--- config.mk ---
export PLATFORM = sky130hd
export DESIGN_NAME = fim_top
export DESIGN_NICKNAME = d
export VERILOG_FILES = /design/src/fim_pkg.sv /design/src/fim_flag_if.sv /design/src/fim_flag_capture.sv /design/src/fim_top.sv
export SDC_FILE = /design/constraint.sdc
export NUM_CORES = 1
export LEC_CHECK = 0
export ABC_CLOCK_PERIOD_IN_PS = 2250
export BUFFER_PORTS_ARGS = -buffer_cell sky130_fd_sc_hd__buf_4
export CORE_ASPECT_RATIO = 1.1
export CORE_MARGIN = 2
export CORE_UTILIZATION = 45
export DETAILED_ROUTE_END_ITERATION = 16
export HOLD_SLACK_MARGIN = 0.12
export PLACE_DENSITY = 0.76
export SLEW_MARGIN = 20
export SYNTH_ARGS = -nofsm -noshare
export SYNTH_HDL_FRONTEND = slang
export SYNTH_SLANG_ARGS = --single-unit
--- constraint.sdc ---
create_clock -name CORE_CLK -period 2.25 [get_ports CORE_CLK]
set_clock_uncertainty 0.1 [all_clocks]
set_input_delay 0.1125 -clock CORE_CLK [delete_from_list [all_inputs] [get_ports CORE_CLK]]
set_output_delay 0.1125 -clock CORE_CLK [all_outputs]
set_load 0.05 [all_outputs]
--- src/fim_pkg.sv ---
/*
 * Constants for the fault interrupt mask and soft reset block:
 * register offsets, field layout, reset values and pulse timing.
 * Assumes a single 10 MHz core clock.
 */
package fim_pkg;

  // ************************************************************
  // Register map
  // ************************************************************
  localparam int ADDR_W = 8;
  localparam int DATA_W = 8;
  localparam int N_SRC  = 7;

  localparam logic [ADDR_W-1:0] ADDR_FAULT_FLAG = 8'h0a;
  localparam logic [ADDR_W-1:0] ADDR_FAULT_MASK = 8'h0c;
  localparam logic [ADDR_W-1:0] ADDR_PART_INFO  = 8'h0d;

  // ************************************************************
  // Field layout
  // ************************************************************
  localparam int SRC_FLD_MSB = 7;
  localparam int SRC_FLD_LSB = 1;
  localparam int RSVD_BIT    = 0;
  localparam int REG_RST_BIT = 7;
  localparam int PART_MSB    = 6;
  localparam int PART_LSB    = 3;
  localparam int REV_MSB     = 2;
  localparam int REV_LSB     = 0;

  // Source index inside the seven-bit source vector
  localparam int SRC_INOVP = 6;
  localparam int SRC_TSHD  = 5;
  localparam int SRC_BATOV = 4;
  localparam int SRC_FLYC  = 3;
  localparam int SRC_STMR  = 2;
  localparam int SRC_CAPPC = 1;
  localparam int SRC_WEAK  = 0;

  // ************************************************************
  // Reset values and codes
  // ************************************************************
  localparam logic [N_SRC-1:0]  MASK_RST   = 7'h00;
  localparam logic [N_SRC-1:0]  FLAG_RST   = 7'h00;
  localparam logic              RSVD_RD    = 1'h0;
  localparam logic [DATA_W-1:0] RDATA_NONE = 8'h00;
  // Arbitrary identification values
  localparam logic [3:0] PART_CODE_DEF = 4'h5;
  localparam logic [2:0] REV_CODE_DEF  = 3'h4;

  // ************************************************************
  // Timing
  // ************************************************************
  localparam int CLK_PERIOD_NS = 100;
  localparam int INT_PULSE_NS  = 500;
  localparam int INT_PULSE_CYC =
    (INT_PULSE_NS + CLK_PERIOD_NS - 1) / CLK_PERIOD_NS;

endpackage

--- src/fim_flag_if.sv ---
/*
 * Carrier between the top and the fault flag capture module.
 * Assumes both ends share one clock.
 */
`timescale 1ns/100ps

interface fim_flag_if #(
  parameter int N = 7
);
  logic         ce;
  logic         clr;
  logic [N-1:0] rise;
  logic [N-1:0] flags;

  modport src (input ce, input clr, output rise, output flags);
  modport snk (output ce, output clr, input rise, input flags);
endinterface

--- src/fim_flag_capture.sv ---
/*
 * Rising edge detection and sticky fault flags.
 * Assumes fault levels are synchronous to the core clock.
 */
`timescale 1ns/100ps

module fim_flag_capture #(
  parameter int N = 7
) (
  input  wire logic         core_clk,
  input  wire logic         reset,
  input  wire logic [N-1:0] level_in,
  fim_flag_if.src           fl
);
  import fim_pkg::*;

  logic [N-1:0] level_r;
  logic [N-1:0] level_nxt;
  logic [N-1:0] flag_r;
  logic [N-1:0] flag_nxt;
  logic [N-1:0] rise_w;

  if (N < 1) begin : g_bad_n
    $error("fim_flag_capture needs at least one source");
  end

  // ************************************************************
  // Edge detect and flags
  // ************************************************************
  for (genvar i = 0; i < N; i++) begin : g_bit
    assign rise_w[i]   = level_in[i] & ~level_r[i];
    // Set wins over a clear in the same cycle
    assign flag_nxt[i] = rise_w[i] | (flag_r[i] & ~fl.clr);
  end

  always_comb begin
    level_nxt = level_in;
  end

  always_ff @(posedge core_clk) begin
    if (reset) begin
      level_r <= '0;
      flag_r  <= N'(FLAG_RST);
    end else if (fl.ce) begin
      level_r <= level_nxt;
      flag_r  <= flag_nxt;
    end
  end

  assign fl.rise  = rise_w;
  assign fl.flags = flag_r;
endmodule

--- src/fim_top.sv ---
/*
 * Fault interrupt mask, fault flag read-clear, part information and
 * software register reset, with the interrupt pulse generator.
 * Assumes a simple register port from the serial interface logic and
 * fault levels synchronous to CORE_CLK.
 */
`timescale 1ns/100ps

// How it works
// - Unmasked input overvoltage edge pulses the interrupt
// - Unmasked thermal shutdown edge pulses the interrupt
// - Unmasked battery overvoltage edge pulses the interrupt
// - Unmasked flying capacitor fault edge pulses interrupt
// - Unmasked safety timer expiry edge pulses interrupt
// - Unmasked cap precondition edge pulses the interrupt
// - Unmasked weak source edge pulses the interrupt
// - Mask bit zero always reads zero
// - Mask resets to zero, soft reset too
// - Register reset restores defaults, restarts safety timer
// - Writing zero to reset bit does nothing
// - Register reset bit clears itself when done
// - Part and revision codes are fixed read-only
// - Reading fault flags clears them all, except a flag whose source rises in the read cycle
module fim_top #(
  parameter int         PULSE_CYC = fim_pkg::INT_PULSE_CYC,
  parameter logic [3:0] PART_CODE = fim_pkg::PART_CODE_DEF,
  parameter logic [2:0] REV_CODE  = fim_pkg::REV_CODE_DEF
) (
  input  wire logic                        CORE_CLK,
  input  wire logic                        RESET,
  input  wire logic                        CE,
  input  wire logic                        INPUT_OVERVOLTAGE_EVENT,
  input  wire logic                        THERMAL_SHUTDOWN_EVENT,
  input  wire logic                        BATTERY_OVERVOLTAGE_EVENT,
  input  wire logic                        FLYING_CAP_FAULT_EVENT,
  input  wire logic                        SAFETY_TIMER_EXPIRED,
  input  wire logic                        CAP_PRECONDITION_FAULT_FLAG,
  input  wire logic                        WEAK_SOURCE_FAULT_FLAG,
  input  wire logic [fim_pkg::ADDR_W-1:0]  REG_ADDR,
  input  wire logic                        REG_WR,
  input  wire logic [fim_pkg::DATA_W-1:0]  REG_WDATA,
  input  wire logic                        REG_RD,
  output logic      [fim_pkg::DATA_W-1:0]  REG_RDATA,
  output logic                             INT_PULSE,
  output logic                             SAFETY_TIMER_RESTART
);
  import fim_pkg::*;

  localparam int CW      = $clog2(PULSE_CYC + 1);
  localparam int CHK_LAT = 2 * PULSE_CYC + 3;

  typedef enum logic [1:0] {
    FIM_IDLE  = 2'b00,
    FIM_PULSE = 2'b01,
    FIM_GAP   = 2'b10
  } fim_pulse_e;

  if (PULSE_CYC < 1) begin : g_bad_pulse
    $error("fim_top pulse length must be at least one cycle");
  end

  function automatic logic hit(input logic [ADDR_W-1:0] a,
                               input logic [ADDR_W-1:0] t);
    return a == t;
  endfunction

  // ************************************************************
  // Flag capture
  // ************************************************************
  logic [N_SRC-1:0] src_lvl;
  logic             rd_flag;
  logic             rst_busy_r;
  logic             rst_busy_nxt;

  fim_flag_if #(.N(N_SRC)) fl ();

  assign src_lvl = {INPUT_OVERVOLTAGE_EVENT, THERMAL_SHUTDOWN_EVENT,
                    BATTERY_OVERVOLTAGE_EVENT, FLYING_CAP_FAULT_EVENT,
                    SAFETY_TIMER_EXPIRED, CAP_PRECONDITION_FAULT_FLAG,
                    WEAK_SOURCE_FAULT_FLAG};
  assign rd_flag = REG_RD && hit(REG_ADDR, ADDR_FAULT_FLAG);
  assign fl.ce   = CE;
  assign fl.clr  = rd_flag || rst_busy_r;

  fim_flag_capture #(.N(N_SRC)) u_cap (
    .core_clk (CORE_CLK),
    .reset    (RESET),
    .level_in (src_lvl),
    .fl       (fl)
  );

  // ************************************************************
  // Register file
  // ************************************************************
  logic [N_SRC-1:0]  mask_r;
  logic [N_SRC-1:0]  mask_nxt;
  logic              restart_r;
  logic              restart_nxt;
  logic [DATA_W-1:0] rdata_r;
  logic [DATA_W-1:0] rdata_nxt;

  always_comb begin
    mask_nxt     = mask_r;
    rst_busy_nxt = rst_busy_r;
    restart_nxt  = 1'h0;
    rdata_nxt    = rdata_r;
    if (rst_busy_r) begin
      // Second step of the register reset, writes are not taken here
      mask_nxt     = MASK_RST;
      restart_nxt  = 1'h1;
      rst_busy_nxt = 1'h0;
    end else if (REG_WR) begin
      if (hit(REG_ADDR, ADDR_FAULT_MASK)) begin
        mask_nxt = REG_WDATA[SRC_FLD_MSB:SRC_FLD_LSB];
      end
      if (hit(REG_ADDR, ADDR_PART_INFO) && REG_WDATA[REG_RST_BIT]) begin
        rst_busy_nxt = 1'h1;
      end
    end
    if (REG_RD) begin
      if (hit(REG_ADDR, ADDR_FAULT_FLAG)) begin
        rdata_nxt = {fl.flags, RSVD_RD};
      end else if (hit(REG_ADDR, ADDR_FAULT_MASK)) begin
        rdata_nxt = {mask_r, RSVD_RD};
      end else if (hit(REG_ADDR, ADDR_PART_INFO)) begin
        rdata_nxt = {rst_busy_r, PART_CODE, REV_CODE};
      end else begin
        rdata_nxt = RDATA_NONE;
      end
    end
  end

  always_ff @(posedge CORE_CLK) begin
    if (RESET) begin
      mask_r     <= MASK_RST;
      rst_busy_r <= 1'h0;
      restart_r  <= 1'h0;
      rdata_r    <= RDATA_NONE;
    end else if (CE) begin
      mask_r     <= mask_nxt;
      rst_busy_r <= rst_busy_nxt;
      restart_r  <= restart_nxt;
      rdata_r    <= rdata_nxt;
    end
  end

  assign REG_RDATA            = rdata_r;
  assign SAFETY_TIMER_RESTART = restart_r;

  // ************************************************************
  // Interrupt pulse generator
  // ************************************************************
  fim_pulse_e    state_r;
  fim_pulse_e    state_nxt;
  logic [CW-1:0] cnt_r;
  logic [CW-1:0] cnt_nxt;
  logic          pend_r;
  logic          pend_nxt;
  logic          int_r;
  logic          int_nxt;
  logic          evt;

  // Any number of sources rising together makes one event
  assign evt = |(fl.rise & ~mask_r);

  always_comb begin
    state_nxt = state_r;
    cnt_nxt   = cnt_r;
    pend_nxt  = pend_r;
    unique case (state_r)
      FIM_IDLE: begin
        if (evt || pend_r) begin
          state_nxt = FIM_PULSE;
          cnt_nxt   = CW'(PULSE_CYC - 1);
          pend_nxt  = 1'h0;
        end
      end
      FIM_PULSE: begin
        // Events during a pulse are held and give one more pulse afterwards
        if (evt) begin
          pend_nxt = 1'h1;
        end
        if (cnt_r == '0) begin
          state_nxt = FIM_GAP;
        end else begin
          cnt_nxt = cnt_r - 1'b1;
        end
      end
      FIM_GAP: begin
        if (evt) begin
          pend_nxt = 1'h1;
        end
        state_nxt = FIM_IDLE;
      end
      default: begin
        state_nxt = FIM_IDLE;
      end
    endcase
    int_nxt = (state_nxt == FIM_PULSE);
  end

  always_ff @(posedge CORE_CLK) begin
    if (RESET) begin
      state_r <= FIM_IDLE;
      cnt_r   <= '0;
      pend_r  <= 1'h0;
      int_r   <= 1'h0;
    end else if (CE) begin
      state_r <= state_nxt;
      cnt_r   <= cnt_nxt;
      pend_r  <= pend_nxt;
      int_r   <= int_nxt;
    end
  end

  assign INT_PULSE = int_r;

  // ************************************************************
  // Checks
  // ************************************************************
  logic [CW:0] chk_hi_r;
  logic [CW:0] chk_hi_nxt;

  assign chk_hi_nxt = int_r ? (chk_hi_r + 1'b1) : '0;

  always_ff @(posedge CORE_CLK) begin
    if (RESET) begin
      chk_hi_r <= '0;
    end else if (CE) begin
      chk_hi_r <= chk_hi_nxt;
    end
  end
endmodule

==> results of run 1 <==
==> final cells by class <==
cell class | count | area, sq um
multi-input cells | 132 | 890
well taps | 50 | 62.6
clock buffers | 7 | 86.3
repair buffers | 56 | 468
fillers | 319 | 1360
flip-flops and latches | 37 | 741
inverters | 12 | 45.0
==> placed cells by master (no fill, tap or decap), drive strengths merged <==
| cell | synthesis | routed |
|---|---|---|
| a222oi | 3 | 3 |
| nor3 | 6 | 6 |
| a21o | 1 | 1 |
| a32oi | 7 | 7 |
| dfxtp | 37 | 37 |
| a21oi | 11 | 11 |
| nor4 | 4 | 4 |
| and4b | 1 | 1 |
| buf | 5 | 37 |
| a21boi | 1 | 1 |
| ha | 4 | 4 |
| mux2i | 8 | 8 |
| nor3b | 7 | 7 |
| nor2b | 3 | 3 |
| dlygate4sd3 | 0 | 19 |
| a211oi | 2 | 2 |
| o21bai | 1 | 1 |
| and2 | 1 | 1 |
| a311oi | 1 | 1 |
| nand2b | 9 | 9 |
| o21ai | 2 | 2 |
| nand2 | 15 | 15 |
| or2b | 1 | 1 |
| conb | 1 | 1 |
| or4 | 1 | 1 |
| nor2 | 27 | 27 |
| a2111oi | 3 | 3 |
| clkbuf | 3 | 7 |
| o22ai | 1 | 1 |
| a221o | 1 | 1 |
| inv | 12 | 12 |
| o211ai | 2 | 2 |
| nand4 | 1 | 1 |
| a22o | 7 | 7 |
==> stage by stage <==
step,total power (uW),instances,setup slack [ns],instance area (sq um)
3_3_place_gp,922,268,0.294,2020
2_1_floorplan,850,189,0.595,1710
6_report,1400,294,0.513,2290
4_1_cts,1410,294,0.526,2290
3_5_place_dp,927,268,0.264,2020
5_1_grt,1470,294,0.329,2290
==> worst reg2reg max path: cells and delay by family (launching register included) <==
family          cells  cell delay (ns)
compound gates      2             0.30
buf+inv             1             0.11
simple gates        3             0.59
flops               1             0.30
fa+ha+maj           1             0.27
==> sequential cells by signal (all words and copies together) (netlist names) <==
signal / count
SAFETY_TIMER_RESTART: 1
rst_busy_r: 1
mask_r: 7
REG_RDATA: 7
INT_PULSE: 1
cnt_r: 3
u_cap.fl.flags: 7
state_r: 2
u_cap.level_r: 7
pend_r: 1
==> cells in the mapped netlist, types with 3 or more instances <==
cell      count  area [sq um]
nand2b_1      9          56.3
buf_1         3          11.3
nor3b_1       7          52.6
inv_1        12          45.0
nor2b_1       3          18.8
nor3_1        3          15.0
ha_1          4          50.1
a222oi_1      3          30.0
a32oi_1       7          61.3
mux2i_1       8          80.1
nor2_1       27           101
a21oi_1      10          50.1
dfxtp_1      37           741
nor4_1        3          18.8
nand2_1      15          56.3
a22o_1        7          61.3
clkbuf_1      3          11.3
==> per-layer routing <==
metal  track usage (%)  vias to the layer above
met4              8.89                        0
met5                 0                        -
met1              22.1                      732
met2              34.8                       48
li1                  -                      790
met3              5.03                        8
==> worst min-delay path by stage <==
stage                    to  slack [ns]  depth (start not counted)
2_1_floorplan  REG_RDATA[2]        0.09                          1
3_3_place_gp      mask_r[0]        0.22                          2
3_5_place_dp      mask_r[3]        0.23                          2
4_1_cts          rst_busy_r        0.15                          5
5_1_grt          rst_busy_r        0.19                          5
6_report         rst_busy_r        0.15                          5
==> report_power, final <==
part / switching (uW) / internal [uW] / total [uW]
clock: 222 / 243 / 465
combinational: 123 / 114 / 237
sequential: 18.2 / 684 / 702
==> cell families (layout without fill, tap and decap cells) <==
group,count (synthesis),count (layout),share of synthesized area (%)
other,1,1,0.219
AO/OA/AOI/OAI,43,43,19.6
adder cells (fa/ha/maj),4,4,2.92
multiplexers,8,8,4.68
AND/OR/NAND/NOR,76,76,24.5
flip-flops,37,37,43.2
buffers and inverters,20,75,4.82
==> repair_timing <==
item	CTS	global route
gates resized for setup	0	0
endpoints found under the setup margin	0	0
hold buffers	19	0
endpoints found under the hold margin	22	0
==> results.md, run 1 <==
- The final-report max-slew violation count was 0.
- The final hold violation count is 0.
- The root buffer cell chosen for the clock tree is clkbuf_8.
- In this run the register-to-register setup slack is between 0.5 and 0.6 ns.
- The routed length on met2 is about 1800 um.
- The H-tree was split into 2 levels.
- TritonCTS built the clock tree.
- The worst register-to-register path begins at state_r[1].
- In this run the number of cells on the critical path is 7.
- Counting both buffers and inverters, the worst setup path holds a total of 2.
- The category of cells accounting for the largest share of critical-path delay is simple AND/OR/NAND/NOR gates.
- Data arrives at the worst endpoint at between 1.5 and 2 ns.
- The via count of the first global-routing pass is 1474.
- The remaining number of nets flagged by the antenna check after routing is 0.
- The total clock buffers created by CTS is 5.
- Clock-pin slew was measured on the worst setup and hold paths at approximately 0.070 ns.
- Hold timing on the final database bottoms out at a slack of roughly 0.15 ns.
- The number of nets in the layout is 276.
- The critical-path maximum fanout is 3.
- When the netlist entered floorplanning its net count stood at 221.
- The initial antenna violation count is 0.
- Clock latency on the worst-skew pair, taken at its later pin, is 0.29 ns.
- The reported max-cap violation count is 0.
- The highest achievable clock rate is between 500 and 600 MHz.
- The final standard cell utilization of the core is 62.7%.
- The post-synthesis instance area is 1710 sq um.
- The largest single stage delay on the critical path is 0.54 ns.
- The max-slew headroom at the worst pin is 53.9%.
- The floorplan step defined a core boundary enclosing 3650 sq um.
- The average wire per standard cell is 13.2 um.
- The beginning of the worst hold path is REG_ADDR[0].
- After detailed routing, the total wire length is 3880 um.
- The wire length of the first global-routing pass is roughly 6500 um.
- Setup repair after global routing left no endpoint under its margin.
- For this run the aggregate overflow at the end of global routing stands at 0.
- The final-layout setup total negative slack is 0 ns.
- From synthesis to final layout, the design area changed by 33.8%.
- The residual DRC count is 0.
- The overall die area is 4320 sq um.
- The number of antenna cells inserted is 0.
- Summed over all cells, the static leakage comes to 0.000944 uW.
- The highest routed metal layer is met4.
- At the worst endpoint, the required time is 2.37 ns.
- The number of warning messages in the yosys log is 0.
- The cell count after synthesis came out at 189.
- Across the VDD grid, the largest voltage drop is 0.000477 V.
- In the synthesized netlist the dominant register cell turns out to be dfxtp_1.
- The total setup buffers inserted after CTS is 0.
- The minimum clock period after layout is 1.74 ns.
- Dividing the detail-routed via count by the number of cells gives 5.37.
- The number of cells on the worst reg-to-reg path is 7.
- The met3 wire length is roughly 200 um.
- The post-synthesis async set-or-reset flop share is 0%.
- The CTS sink count is 37.
- The detailed-router iteration count before antenna repair is 6.
- In this run the mean area of a mapped cell was 9.06 sq um.
- The effective utilization at floorplan is a little under half.
- 38 I/O pins were placed.
- The transition time of the tightest slew-check pin is ~0.69 ns.
- The worst setup path is captured at a register.
- The fraction of layout cells with a size suffix above 1 is between 20% and 30%.
- The min-delay analysis places its worst path in the category input port to register.
- In the global route stage, overall resource usage came out at 19.4%.
- The starting DRC count in detailed routing is 71.
- The count of buffers inserted at the top-level ports is 35.
- In this run, synthesis produced a sequential element count of 37.
- The global placement routability congestion is 0.824.
- The cell occurring most often along the worst timing path is a21oi_1.
- The number of synthesized flops with an enable pin is 0.
- The run finished with clean final reports.
- The sequential element share of the synthesized area is a little over two fifths.
- Dividing the final minimum period by the clock period gives 77.2%.
- The total setup violations reported at the end of the flow is 0.
- The critical path goes through dlygate4sd3_1 > buf_4 > nor3b_1 > nor4_1 > a21oi_1 > nand2b_1 > a21oi_1.
- Once detailed placement completed, the half-perimeter wirelength came to 2710 um.
- The endpoint of the most critical register-to-register path is cnt_r[0].
- The die is 68.7 um tall.
- The number of library cell types mapped by synthesis is 39.
- From left edge to right edge, the die measures 62.8 um.
- The cell with the biggest individual delay on the critical path is dlygate4sd3_1.
- STA classifies the critical path startpoint as an input port.
- Following the worst setup path forward leads to its endpoint at cnt_r[0].
- No sink is reached through more buffers than the 2 on the longest clock path.
- The initialized floorplan defines 23 standard-cell rows.
- The most critical setup path has its startpoint at BATTERY_OVERVOLTAGE_EVENT.
- Detailed routing inserted a total of ~1600 vias.
- The detailed router put a total of between 1500 and 2000 um of wire on met1.
- The pin count of the biggest net entering global routing is 33.
- The critical path in this run is classified as input port to register.
- Dividing total power by cell area gives a power density of 613 nW/um^2.
Note: power is estimated with default switching activity, not from simulation.
==> run 2: changes to the inputs <==
--- a/config.mk
+++ b/config.mk
@@ -5,14 +5,15 @@
 export SDC_FILE = /design/constraint.sdc
 export NUM_CORES = 1
 export LEC_CHECK = 0
-export ABC_CLOCK_PERIOD_IN_PS = 2250
+export ABC_AREA = 1
+export ABC_CLOCK_PERIOD_IN_PS = 1580
 export BUFFER_PORTS_ARGS = -buffer_cell sky130_fd_sc_hd__buf_4
 export CORE_ASPECT_RATIO = 1.1
 export CORE_MARGIN = 2
 export CORE_UTILIZATION = 45
 export DETAILED_ROUTE_END_ITERATION = 16
 export HOLD_SLACK_MARGIN = 0.12
-export PLACE_DENSITY = 0.76
+export PLACE_DENSITY = 0.79
 export SLEW_MARGIN = 20
 export SYNTH_ARGS = -nofsm -noshare
 export SYNTH_HDL_FRONTEND = slang
==> constraint.sdc (replaced) <==
create_clock -name CORE_CLK -period 1.58 [get_ports CORE_CLK]
set_clock_uncertainty 0.1 [all_clocks]
set_input_delay 0.079 -clock CORE_CLK [delete_from_list [all_inputs] [get_ports CORE_CLK]]
set_output_delay 0.079 -clock CORE_CLK [all_outputs]
set_load 0.05 [all_outputs]
==> run 2 against run 1 <==
Area after synthesis is 3.7% higher. Wire length increased by 19%. Combinational power is 61% higher. Worst setup slack got worse by 0.45 ns. Via count grew 15%. Register-to-register slack worse by 0.44 ns. Worst hold slack got worse by 0.027 ns. Highest routed layer unchanged. Die area rose by 3.4%. Flip-flop and latch count stayed put. Global-route usage is 2.1 points higher.
==> results.md, run 2 <==
- The Yosys step of the flow raised 0 warnings.
- The HPWL after detailed placement is 2880 um.
- Yosys mapped a number of flops with a built-in enable equal to 0.
- STA classifies the critical path endpoint as a register.
- The CTS tree is built.
- In this run the count of I/O pins placed on the die edge is 38.
- On the worst path, the slowest cell contributes a delay of 0.53 ns.
- Using the TritonRoute via totals, the vias-per-cell ratio works out to 5.14.
- The die outline height is roughly 70 um.
- At the placement stage, the worst setup path has a slack of ~0.00086 ns.
- The maximum level of the CTS H-tree is 2.
- The completed layout was analyzed and its total power is 2380 uW.
- The congestion estimate from routability-driven global placement came to 0.827.
- The width of the die is roughly 64 um.
- The initial antenna violation count is 0.
- The most common library cell in the layout ignoring fill and taps is nand2_1.
- The total of flip-flops plus latches after synthesis is 37.
- The count of buffers inserted at the top-level ports is 35.
- The worst hold path class is input port to register.
- The number of library cell types mapped by synthesis is 29.
- The clock transition at the register clock pins on the worst setup and hold paths after CTS is 0.08 ns.
- Yosys attributes the largest share of cell area to dfxtp_1 42%, a21oi_1 9.3%, nand2_1 8.7%.
- The launch point of the worst path is WEAK_SOURCE_FAULT_FLAG.
- In the global route stage, overall resource usage came out at 21.5%.
- The area of the multi-input gates is around 910 sq um.
- The tool flagged a number of max-cap violations equal to 0.
- The core box area is 3710 sq um.
- The net count of the finished layout is about 330.
- The area share of the largest cell type after synthesis is 41.7%.
- Of all nets on the critical path, the largest fanout is 3.
- The via count of the first global-routing pass is 1699.
- On the critical path, the stage with the largest delay is an instance of dlygate4sd3_1.
- The first global-routing pass estimated 7490 um of wire.
- The fill cell instance count of the final layout is around 280.
- The number of setup buffers added after CTS is 0.
- The pin count of the biggest net entering global routing is 27.
- Across the VDD grid, the largest voltage drop is roughly 0.00067 V.
- Of the cells placed in the final design, the portion with a size suffix greater than 1 is 22.5%.
- The CTS sink count is 37.
- In this run the cell area of the synthesized design comes to around 1800 sq um.
- Before antenna repair, the detailed router went through 5 iterations.
- The post-synthesis to final-layout area growth is 43.6%.
- The kind of launch point of the worst setup path is an input port.
- The count of cells in the finished layout, fillers not included, comes to 352.
- Setup repair after global routing could not meet its margin everywhere.
- For this run, the register share of the synthesized area comes to a little over two fifths.
- The floorplan has 23 rows.
- The synthesized design spends more area on one cell type than any other, namely dfxtp_1.
- At the later pin of the worst-skew pair, clock insertion delay measures 0.30 ns.
- The number of antenna cells inserted is 0.
- The residual overflow from global routing is 0.
- The final-report max-slew violation count was 0.
- The residual DRC count is 0.
- No sink is reached through more buffers than the 2 on the longest clock path.
- The most common flop cell mapped by yosys is dfxtp_1.
- The average wire per standard cell is 13.1 um.
- The category of the most critical setup path is input port to register.
- The minimum clock period after layout is 1.52 ns.
- Setup violations remaining at the end of the flow were counted as 0.
- The routed layout has 1808 vias.
- The highest achievable clock rate is roughly 660 MHz.
- The flow ran to the end, and the final reports show no timing, DRC or antenna violations.
- The final hold violation count is 0.
- The data arrival time of the critical path is approximately 1.6 ns.
- The effective utilization at floorplan is 47.8%.
- The sequential cell area in the final layout is 742 sq um.
- The number of placed instances, taps included is around 320.
- The share of the cycle needed by the critical path after routing is 96.3%.
- The leakage power summed over all cells is 0.00106 uW.
- When the netlist entered floorplanning its net count stood at 269.
- Walking the worst path, the cells encountered are dlygate4sd3_1 > buf_4 > nand3_1 > nand2_1 > nor2_2 > nand3_2 > nor2_1 > nor2_1 > nand2_1 > nand2_1 > inv_1 > nor2_1.
- The synthesized instance count is ~240.
- After synthesis, the share of flip-flops with an asynchronous set or reset is 0%.
- For this block, the initial DRC count from the detailed router was 160.
- A synthesized cell averages roughly 7.5 sq um.
- The root buffer cell is clkbuf_8.
- The overall die area is 4460 sq um.
- Leaving out fill and tap cells, the most frequent cells in the layout are 41 x nand2_1, 38 x buf_4, 36 x dfxtp_1, 32 x a21oi_1.
- The remaining number of nets flagged by the antenna check after routing is 0.
- The post-layout worst setup margin is 0.0591 ns.
- The total clock buffers created by CTS is 5.
- The worst register-to-register path begins at mask_r[0].
- In the synthesized netlist, the cells that appear most often are 41 x nand2_1, 37 x dfxtp_1, 33 x a21oi_1.
- STA puts the critical path data required time at 1.68 ns.
- The most common cell in the synthesized netlist is nand2_1.
- In this run the most critical hold path is launched from REG_ADDR[0].
- In this run the power density over the cells is 932 nW/um^2.
- The wire length reported by the detailed router is 4600 um.
## run 2: cell count changes after synthesis, moves of 5 or more
cell,change
a32oi_1,-7
inv_1,+19
mux2i_1,-8
o21ai_0,+9
nor3b_1,-7
nand2_1,+26
a22o_1,-7
nand3_1,+23
a31oi_1,+5
a21oi_1,+23
nor2_1,-13
nand2b_1,-9
nand4_1,+5
## run 2: final timing paths
path	to	slack [ns]	depth (start not counted)
setup / recovery	cnt_r[0]	0.06	12
hold / removal	mask_r[4]	0.12	6
setup reg to reg	cnt_r[0]	0.08	11
hold reg to reg	cnt_r[1]	0.37	2
## run 2: final cells by class
class / instances / area share (%)
clock buffers: 5 / 2.70
clock inverters: 3 / 2.55
inverters: 32 / 4.71
multi-input cells: 158 / 35.9
flip-flops and latches: 37 / 29.1
well taps: 50 / 2.45
repair buffers: 67 / 22.6
## run 2: timing repair
item                                    in CTS  in global routing
hold buffers                                29                  0
cloned                                       0                  0
gates resized for setup                      0                 16
endpoints found under the setup margin       1                  9
pin swaps                                    2                  3
endpoints found under the hold margin       34                  0
## run 2: metrics by stage
step                      utilization [%]  area (sq um)  setup TNS, ns  hold slack (ns)
final                                68.7          2550              0            0.123
after global routing                 68.7          2550         -0.153            0.148
after CTS                            67.2          2500              0            0.132
after detailed placement             55.8          2070              0            0.250
after global placement               55.8          2070              0            0.247
after floorplan                         -          1780              0            0.126
## run 2: kinds of logic after synthesis
family / share of synthesized area [%]
simple gates: 26.8
compound gates: 18.8
buf+inv: 9.65
flops: 41.7
fa+ha+maj: 2.82
other cells: 0.211
## run 2: power by group
group	switching, uW	total (uW)	internal [uW]
Clock	370	997	627
Sequential	21.9	998	976
Combinational	209	381	172
Total	601	2380	1780
## run 2: critical path: cells and delay by family
family,cells,cell delay (ns)
AND/OR/NAND/NOR,9,0.84
buffers and inverters,3,0.72
## run 2: layer usage
| metal | vias to the layer above | GRT usage (%) | share of wire (%) |
|---|---|---|---|
| met5 | - | 0 | 0 |
| met4 | 0 | 8.21 | 1.8 |
| met3 | 8 | 5.80 | 5.7 |
| met2 | 58 | 36.5 | 51 |
| met1 | 826 | 25.5 | 41 |
| li1 | 916 | - | - |
